### src/pkg/codec_port_params.svh
// Overview of operation
// - port active only while frame sync low
// - frame sync low for whole word transfer
// - serial output high impedance outside frames
// - shift sample bits out with shift clock
// - capture host input bits with shift clock
// - latch function code at frame sync rise
// - phone mode routes alternate pin during secondary
// - phone mode drives flags from control bits
// - one frame every 512 master clocks
// - samples are 16-bit two's complement
// - all timing from the master clock
// - shift clock divided from master clock
// - sleep pin clears counters, sequencer state, secondary mark, shift clock and serial output, keeps other registers
// - reset returns registers to defaults
`ifndef CODEC_PORT_PARAMS_SVH
`define CODEC_PORT_PARAMS_SVH
`define FRAME_LEN      512
`define WORD_BITS      16
`define SCLK_DIV       8
`define FLAGS_RESET    2'h0
`define SAMPLE_RESET   16'h0000
`endif

### src/pkg/codec_port_pkg.sv
package codec_port_pkg;
	// frame sequencer phases
	typedef enum logic [1:0] {
		ST_IDLE  = 2'b00,
		ST_SHIFT = 2'b01,
		ST_GAP   = 2'b10
	} port_state_t;
endpackage

### src/hdl/clock_divider.sv
`timescale 1ns/1ps
`default_nettype none
// free counter giving shift clock level, edge pulses and frame start pulse
module clock_divider #(
	parameter int FRAME = 512,
	parameter int DIV   = 8
) (
	input  wire logic mclk_i,
	input  wire logic rst_i,
	input  wire logic run_i,      // low clears the counter
	output logic      sclk_o,     // shift clock level
	output logic      rise_o,     // one-cycle pulse before sclk rises
	output logic      fall_o,     // one-cycle pulse before sclk falls
	output logic      frame_o     // pulse at frame start
);
	localparam int CW = $clog2(FRAME);
	logic [CW-1:0] cnt_reg;        // position inside frame
	localparam logic [CW-1:0] LAST = CW'(FRAME - 1);
	localparam logic [CW-1:0] HALF = CW'(DIV / 2 - 1);
	localparam logic [CW-1:0] FULL = CW'(DIV - 1);
	logic [CW-1:0] sub;
	assign sub = cnt_reg & FULL;
	// count master clocks, wrap once a frame
	always_ff @(posedge mclk_i or posedge rst_i) begin
		if (rst_i) begin
			cnt_reg <= '0;
		end else if (!run_i) begin
			cnt_reg <= '0;
		end else begin
			cnt_reg <= (cnt_reg == LAST) ? '0 : cnt_reg + 1'b1;
		end
	end
	// shift clock: low first half, high second half of each period
	always_ff @(posedge mclk_i or posedge rst_i) begin
		if (rst_i) begin
			sclk_o <= 1'b0;
		end else begin
			sclk_o <= run_i && (sub > HALF);
		end
	end
	assign rise_o  = run_i && (sub == HALF);
	assign fall_o  = run_i && (sub == FULL);
	assign frame_o = run_i && (cnt_reg == LAST);
endmodule
`default_nettype wire

### src/hdl/codec_serial_port.sv
`timescale 1ns/1ps
`default_nettype none
`include "codec_port_params.svh"
// device side of the codec serial port
module codec_serial_port
	import codec_port_pkg::*;
#(
	parameter int WORD  = `WORD_BITS,
	parameter int FRAME = `FRAME_LEN,
	parameter int DIV   = `SCLK_DIV
) (
	input  wire logic            mclk_i,
	input  wire logic            rst_i,
	input  wire logic            sleep_pin_n_i,        // power-down pin, low sleeps
	input  wire logic            data_in_i,            // host serial data
	input  wire logic            function_code_in_i,   // secondary request code
	input  wire logic            alternate_out_source_i,
	input  wire logic [WORD-1:0] adc_sample_i,         // sample to send
	input  wire logic            phone_mode_i,         // control bit: phone mode
	input  wire logic [1:0]      flag_bits_i,          // control bits for flags
	output logic                 frame_sync_n_o,
	output logic                 sclk_o,
	output logic                 data_out_o,
	output logic                 data_out_oe_o,        // high while driving
	output logic [WORD-1:0]      dac_sample_o,         // last received word
	output logic                 dac_valid_o,          // pulse with new word
	output logic                 secondary_req_o,      // latched request
	output logic [1:0]           flag_o
);
	// three-stage synchronisers for pins
	logic [2:0] sl_sync, din_sync, fc_sync, alt_sync;
	logic       sleep_ok_reg;       // filtered power-down level
	always_ff @(posedge mclk_i or posedge rst_i) begin
		if (rst_i) begin
			sl_sync  <= 3'h0;
			din_sync <= 3'h0;
			fc_sync  <= 3'h0;
			alt_sync <= 3'h0;
		end else begin
			sl_sync  <= {sl_sync[1:0], sleep_pin_n_i};
			din_sync <= {din_sync[1:0], data_in_i};
			fc_sync  <= {fc_sync[1:0], function_code_in_i};
			alt_sync <= {alt_sync[1:0], alternate_out_source_i};
		end
	end
	// a change counts once stages two and three agree
	logic din_s_reg, fc_s_reg, alt_s_reg;
	always_ff @(posedge mclk_i or posedge rst_i) begin
		if (rst_i) begin
			sleep_ok_reg <= 1'b0;
			din_s_reg    <= 1'b0;
			fc_s_reg     <= 1'b0;
			alt_s_reg    <= 1'b0;
		end else begin
			if (sl_sync[1] == sl_sync[2]) sleep_ok_reg <= sl_sync[2];
			if (din_sync[1] == din_sync[2]) din_s_reg <= din_sync[2];
			if (fc_sync[1] == fc_sync[2]) fc_s_reg <= fc_sync[2];
			if (alt_sync[1] == alt_sync[2]) alt_s_reg <= alt_sync[2];
		end
	end

	logic rise, fall, frame_start;
	clock_divider #(.FRAME(FRAME), .DIV(DIV)) u_div (
		.mclk_i  (mclk_i),
		.rst_i   (rst_i),
		.run_i   (sleep_ok_reg),
		.sclk_o  (sclk_o),
		.rise_o  (rise),
		.fall_o  (fall),
		.frame_o (frame_start)
	);

	localparam int BW = $clog2(WORD + 1);
	port_state_t     state_reg;
	logic [BW-1:0]   bit_cnt_reg;      // bits left in word
	logic [WORD-1:0] tx_reg;           // outgoing shift register
	logic [WORD-1:0] rx_reg;           // incoming shift register
	logic            second_reg;       // current frame is secondary
	// frame sequencer; starts shifting at next falling shift clock edge
	always_ff @(posedge mclk_i or posedge rst_i) begin
		if (rst_i) begin
			state_reg   <= ST_IDLE;
			bit_cnt_reg <= '0;
		end else if (!sleep_ok_reg) begin
			state_reg   <= ST_IDLE;
			bit_cnt_reg <= '0;
		end else begin
			case (state_reg)
				ST_IDLE: begin
					if (frame_start) state_reg <= ST_GAP;
				end
				ST_GAP: begin
					if (fall) begin
						state_reg   <= ST_SHIFT;
						bit_cnt_reg <= BW'(WORD);
					end
				end
				ST_SHIFT: begin
					// frame sync stays low until all bits done
					if (fall && bit_cnt_reg == BW'(1)) state_reg <= ST_IDLE;
					else if (fall) bit_cnt_reg <= bit_cnt_reg - 1'b1;
				end
				default: state_reg <= ST_IDLE;
			endcase
		end
	end
	assign frame_sync_n_o = !(state_reg == ST_SHIFT);
	assign data_out_oe_o  = (state_reg == ST_SHIFT);

	// transmit shifting on falling edges, msb first
	always_ff @(posedge mclk_i or posedge rst_i) begin
		if (rst_i) begin
			tx_reg <= `SAMPLE_RESET;
		end else if (state_reg == ST_GAP && fall) begin
			tx_reg <= adc_sample_i;
		end else if (state_reg == ST_SHIFT && fall) begin
			tx_reg <= {tx_reg[WORD-2:0], 1'b0};
		end
	end
	// output bit: alternate pin in phone-mode secondary frames
	always_ff @(posedge mclk_i or posedge rst_i) begin
		if (rst_i) begin
			data_out_o <= 1'b0;
		end else if (second_reg && phone_mode_i) begin
			data_out_o <= alt_s_reg;
		end else begin
			data_out_o <= (state_reg == ST_SHIFT) ? tx_reg[WORD-1] : 1'b0;
		end
	end
	// receive on rising shift clock edges
	always_ff @(posedge mclk_i or posedge rst_i) begin
		if (rst_i) begin
			rx_reg <= `SAMPLE_RESET;
		end else if (state_reg == ST_SHIFT && rise) begin
			rx_reg <= {rx_reg[WORD-2:0], din_s_reg};
		end
	end
	// hand received word out at frame end
	always_ff @(posedge mclk_i or posedge rst_i) begin
		if (rst_i) begin
			dac_sample_o <= `SAMPLE_RESET;
			dac_valid_o  <= 1'b0;
		end else begin
			dac_valid_o <= 1'b0;
			if (state_reg == ST_SHIFT && fall && bit_cnt_reg == BW'(1)) begin
				dac_sample_o <= rx_reg;
				dac_valid_o  <= 1'b1;
			end
		end
	end
	// function code latched as frame sync rises; marks next frame secondary unless this frame was secondary
	always_ff @(posedge mclk_i or posedge rst_i) begin
		if (rst_i) begin
			secondary_req_o <= 1'b0;
			second_reg      <= 1'b0;
		end else if (!sleep_ok_reg) begin
			second_reg <= 1'b0;
		end else begin
			if (state_reg == ST_SHIFT && fall && bit_cnt_reg == BW'(1)) begin
				secondary_req_o <= fc_s_reg;
				second_reg      <= fc_s_reg && !second_reg;
			end
		end
	end
	// flags mirror control bits while phone mode is on
	always_ff @(posedge mclk_i or posedge rst_i) begin
		if (rst_i) begin
			flag_o <= `FLAGS_RESET;
		end else if (phone_mode_i) begin
			flag_o <= flag_bits_i;
		end
	end
endmodule
`default_nettype wire

### config.mk
export PLATFORM = sky130hd
export DESIGN_NAME = codec_serial_port
export DESIGN_NICKNAME = d
export VERILOG_FILES = /design/src/pkg/codec_port_pkg.sv /design/src/hdl/clock_divider.sv /design/src/hdl/codec_serial_port.sv
export VERILOG_INCLUDE_DIRS = /design/src /design/src/pkg
export SDC_FILE = /design/constraint.sdc
export NUM_CORES = 1
export LEC_CHECK = 0
export BUFFER_PORTS_ARGS = -buffer_cell sky130_fd_sc_hd__buf_2
export CORE_MARGIN = 1
export CORE_UTILIZATION = 35
export DETAILED_ROUTE_END_ITERATION = 10
export SLEW_MARGIN = 0
export SYNTH_ARGS = -nofsm -noshare
export SYNTH_HDL_FRONTEND = slang
export SYNTH_SLANG_ARGS = --single-unit
### constraint.sdc
create_clock -name mclk_i -period 6.7 [get_ports mclk_i]
set_input_delay 0.335 -clock mclk_i [delete_from_list [all_inputs] [get_ports mclk_i]]
set_output_delay 0.335 -clock mclk_i [all_outputs]
set_load 0.03 [all_outputs]
# Word level (Yosys, flattened, before mapping)
# Index checks and enable logic that the tools add are counted.
# totals
ff_bits,87
output_inout_bits,24
elab_cells,77
# classes
addsub,2
order_cmp,1
n_eq_ne,17
mux,19
reduce_logical,18
# ops
operator,count
16-bit 2-to-1 mux,2
5-bit 2-to-1 mux,4
9-bit 2-to-1 mux,2
1-bit logical AND,11
5-bit one-hot mux with 2 select lines,1
"9-bit by 1-bit adder with 9-bit output, second input constant",1
"9-bit == test, second input constant",1
"3-bit by 2-bit inequality test with 1-bit output, second input constant",3
"3-bit inequality test, second input constant",3
2-bit 2-to-1 mux,4
2-bit one-hot mux with 3 select lines,1
"5-bit by 1-bit == test with 1-bit output, second input constant",1
1-bit 2-to-1 mux,5
"5-bit by 1-bit subtractor with 5-bit output, second input constant",1
1-bit == test,4
4-bit AND reduction,1
"3-bit by 2-bit == test with 1-bit output, second input constant",1
"3-bit == test, second input constant",1
"3-bit by 2-bit greater-than comparator with 1-bit output, second input constant",1
3-bit AND reduction,1
"2-bit by 1-bit == test with 1-bit output, second input constant",1
"2-bit == test, second input constant",1
1-bit zero test,2
2-bit zero test,1
3 further kinds,3

# Logic depth before layout (Yosys ltp)
# logic_depth
ltp_word,6
depth_mapped,7

# By module
# Synthesis repeated with hierarchy kept, for this count alone.
# hier_totals
cells_unflattened,324
area_unflattened_um2,3866.2
# modules_own_cells
mod,n_inst,cells_each,area_each_um2,seq_area_each_um2
codec_serial_port,1,276,3378.2,1926.8
clock_divider,1,48,488.0,250.2

# Worst setup path before layout
# Ideal clock, no wire load.
# synth_path
path_kind,reg-to-reg
from,register u_div.cnt_reg[0]
to,register dac_sample_o[10]
setup_ns,0.125
t_arrival_ns,1.693
required_ns,6.575
slack_ns,4.882
stages_incl_launch_ff,8
path_buffers,2
synth_period_minus_slack_ns,1.818
cell_sequence,dfrtp_1 ha_1 ha_1 and4b_1 buf_6 nand2_4 buf_6 mux2_4
# synth_between
elab_chain_cells,4
# synth_lines
element,line_no,source
from (decl),clock_divider.sv:17,logic [CW-1:0] cnt_reg;
from (signal assigned),clock_divider.sv:30,cnt_reg <= (cnt_reg == LAST) ? '0 : cnt_reg + 1'b1;
3-bit == test,clock_divider.sv:42,assign fall_o = run_i && (sub == FULL);
1-bit logical AND,clock_divider.sv:42,
1-bit logical AND (2 in series),codec_serial_port.sv:145,if (state_reg == ST_SHIFT && fall && bit_cnt_reg == BW'(1)) begin
to (signal assigned),codec_serial_port.sv:141,dac_sample_o <= `SAMPLE_RESET;
to (signal assigned),codec_serial_port.sv:146,dac_sample_o <= rx_reg;
to (decl),codec_serial_port.sv:25,"output logic [WORD-1:0] dac_sample_o,"
# Every way passes these cells.
# A chain may end at the register's enable or synchronous reset.

# Final worst setup path
# layout_path
from,register u_div.cnt_reg[0]
to,register dac_sample_o[8]
# The elaborated chain is that of the path after synthesis.

==> run_results.csv <==
group,metric,value,unit
outcome,run_status,"completed",
clocking,cts_max_path_buffers,2,
detailed_routing,routed-via-count,2122,
synth,mappedNetlistArea,0.00362,mm²
clocking,cts_buf_count,9,
final_layout,multi_input_comb_area,0.00129,mm²
detailed_routing,detail_route.wirelength,6170,µm
floorplan,die_footprint,0.0108,mm²
detailed_routing,detail_route.drc_violations,0,
final_layout,area_overhead_vs_synth,13.3,%
synth,synth_seq_area_share,60.1,%
synth,synth.ff_latch_count,87,
timing,finClkSkew,0.00773,ns
placement,detailed_placement_wirelength_estimate,4050,µm
detailed_routing,avgRoutedWirePerCell,13.7,µm
worst_setup_path,critical-path-top-cell-by-count,"sky130_fd_sc_hd__ha_1",
timing,post-route-worst-setup-slack,4.31,ns
worst_setup_path,reg2reg_setup_slack,4.31,ns
floorplan,start_util,36.5,%
timing,final_period_minus_worst_setup_slack,2.39,ns
final_layout,n_diodes,0,
clocking,gates_resized_cts_repair,0,
placement,finalWeightedCongestion,0.745,
worst_setup_path,cpMaxStageDelayCell,"sky130_fd_sc_hd__and4b_1",
clocking,ctsHtreeMaxLevel,3,
worst_setup_path,critical_path.max_fanout,20,
synth,synthMuxAreaShare,13.5,%
worst_setup_path,cp_cell_sequence,"ha_1 -> ha_1 -> and4b_1 -> nand2_4 -> mux2_4",
timing,setup-violations-final,0,
worst_setup_path,worstPathBufferInverterCount,0,
clocking,tritoncts,"done",
synth,synth_cell_types,46,
power,power_density,217,mW/mm²
synth,post_synth_inst_count,264,
detailed_routing,dr.pass1.iters,4,
synth,post_synth_xor_area_fraction,0.726,%
placement,dpl_worst_slack,4.31,ns
detailed_routing,drt_iter0_drcs,86,
clocking,path_clk_slew,0.08,ns
floorplan,die_width,104,µm
worst_setup_path,cp.required,6.94,ns
floorplan,std_cell_rows,36,
final_layout,layout.cells.non_filler,450,
flow_run,maxCapViolCount,0,
global_routing,first_global_vias,2172,
final_layout,design.final.nets,343,
power,cellLeakagePower,2.15,nW
synth,synth_edf_count,0,
synth,synth_top_cells_by_area,"sky130_fd_sc_hd__dfrtp_1, sky130_fd_sc_hd__mux2_4, sky130_fd_sc_hd__mux2_2",
timing,fin_setup_tns,0,ns
worst_setup_path,worst_path_dominant_cell_family,"simple AND/OR/NAND/NOR gates",
detailed_routing,final_antenna_net_count,0,
timing,hold-worst-slack,0.0782,ns
global_routing,grt_first_pass_wirelength,10700,µm
clocking,number_of_sinks_driven_by_the_clock_tree,87,
worst_setup_path,critical_path_class,"reg -> reg",
clocking,postCtsHoldBufs,0,
synth,postSynth.topFlopCell,"sky130_fd_sc_hd__dfrtp_1",
synth,synth-adder-area-share,3.18,%
timing,grt_setup_unrepaired,"false",
worst_setup_path,setup.worst_path.end_class,"register",
global_routing,number_of_antenna_violations_at_the_first_check_in_global_routing,0,
clocking,insertion_delay,0.36,ns
global_routing,grt_use_total,12.7,%
timing,finalHoldViolations,0,
synth,synth_fp_nets,295,
global_routing,grt_start_max_net_pins,88,
timing,max_freq,419,MHz
floorplan,floorplan.core_area,0.00991,mm²
timing,tightestPinTransition,1.07,ns
worst_hold_path,hp-class,"in -> reg",
placement,placed_cells_incl_taps,434,
synth,cell_taking_the_most_area_after_synthesis,"sky130_fd_sc_hd__dfrtp_1",
floorplan,fp.dieH,104,µm
timing,timing.final.crit_share,35.6,%
clocking,cts_setup_buffers,0,
synth,synth.avg_cell_area,13.7,µm²
synth,synth_top_family_by_area,"multiplexers",
power,overall_power_of_the_completed_layout,0.892,mW
final_layout,filler_cell_count,947,
timing,finalMaxSlewViolations,0,
clocking,clk_root_buffer_cell,"sky130_fd_sc_hd__clkbuf_8",
synth,area_fraction_in_compound_gates_after_synthesis,9.09,%
final_layout,regArea,0.00218,mm²
synth,synthesis.yosys.warnings,0,
detailed_routing,drt-vias-per-instance,4.72,
floorplan,design.portCount,49,
timing,max-slew-margin-rel,28.6,%
worst_setup_path,start_kind,"register",
global_routing,global_route.overflow_total,0,
synth,simple_gate_share_of_the_synthesized_area,9.26,%
placement,port_buffers,48,
worst_setup_path,arrival_time_reported_for_the_critical_path_endpoint,2.63,ns
synth,postSynth.asyncResetShare,100,%
final_layout,layout.cells.most_common,"sky130_fd_sc_hd__dfrtp_1",
final_layout,layout.cells.most_common_list,"sky130_fd_sc_hd__dfrtp_1, sky130_fd_sc_hd__buf_2, sky130_fd_sc_hd__mux2_2, sky130_fd_sc_hd__mux2_4, sky130_fd_sc_hd__inv_1",
worst_setup_path,max_stage_delay,0.53,ns
final_layout,layout-drive-gt1-share,32.5,%
power,power.ir.vdd_worst,0.154,mV
synth,synth_top_cell_area_share,60.1,%
[final timing paths]
kind,start,end,depth (start not counted)
max,u_div.cnt_reg[0]$_DFF_PP0_,dac_sample_o[8]$_DFFE_PP0P_,5
min,data_in_i,din_sync[0]$_DFF_PP0_,1
max reg2reg,u_div.cnt_reg[0]$_DFF_PP0_,dac_sample_o[8]$_DFFE_PP0P_,5
min reg2reg,fc_sync[0]$_DFF_PP0_,fc_sync[1]$_DFF_PP0_,0
max in group asynchronous,rst_i,tx_reg[4]$_DFFE_PP0P_,3
min in group asynchronous,rst_i,dac_sample_o[0]$_DFFE_PP0P_,3
[layer usage]
| layer | wire length (µm) | track usage (%) |
|---|---|---|
| met1 | 3100 | 17.1 |
| met2 | 2690 | 18.5 |
| met3 | 274 | 4.15 |
| met4 | 106 | 5.82 |
| met5 | 0 | 0 |
[per-stage QoR]
step                      util (%)  cell area (µm²)
after floorplan                  -             3620
final                         41.4             4100
after global placement        39.8             3950
after CTS                     41.4             4100
after detailed placement      39.8             3950
after global routing          41.4             4100
[power breakdown]
part / internal, mW / switching [mW]
Combinational: 0.0136 / 0.0236
Sequential: 0.535 / 0.00857
Clock: 0.133 / 0.178
Total: 0.682 / 0.210
[synth_stat cells (2+ instances only)]
cell type                   n
sky130_fd_sc_hd__nor3b_1    3
sky130_fd_sc_hd__nor2_1    11
sky130_fd_sc_hd__ha_1       6
sky130_fd_sc_hd__nand3_1    4
sky130_fd_sc_hd__o21ai_0   12
sky130_fd_sc_hd__nand2b_1   3
sky130_fd_sc_hd__nor2b_1    3
sky130_fd_sc_hd__nand2_1    6
sky130_fd_sc_hd__a221o_1    6
sky130_fd_sc_hd__mux2i_1    3
sky130_fd_sc_hd__inv_1     16
sky130_fd_sc_hd__clkbuf_1   3
sky130_fd_sc_hd__buf_2      2
sky130_fd_sc_hd__or3_1      2
sky130_fd_sc_hd__a21oi_1    9
sky130_fd_sc_hd__and4b_1    2
sky130_fd_sc_hd__a32o_1     4
sky130_fd_sc_hd__and3b_1    2
sky130_fd_sc_hd__mux2_4    17
sky130_fd_sc_hd__and2_1     4
sky130_fd_sc_hd__a22oi_1    9
sky130_fd_sc_hd__nor3_1     2
sky130_fd_sc_hd__xor2_1     2
sky130_fd_sc_hd__dfrtp_1   87
sky130_fd_sc_hd__mux2_2    18
sky130_fd_sc_hd__buf_6      5
sky130_fd_sc_hd__maj3_1     4
[final cells by class]
type                       instances  area share, %
sequential                        87           53.0
multi-input combinational        149           31.5
timing repair buffer              49           6.04
tap                              133           4.05
clock buffer                      12           3.29
inverter                          16           1.49
clock inverter                     4          0.549
[worst register-to-register path: cells and delay by family (launching register included)]
kind	cells	cell delay [ns]
fa+ha+maj	2	0.63
flops	1	0.39
mux	1	0.39
simple gates	2	0.86
[cells by family (layout without fill, tap and decap cells)]
family / Yosys count / count (layout)
AOI/OAI and AO/OA: 47 / 47
xor gates and xnor gates: 3 / 3
adders and majority gates: 10 / 10
buffers and inverters: 28 / 81
DFF: 87 / 87
muxes: 38 / 38
and+or+nand+nor: 51 / 51
Power figures use the tool's default switching activity.
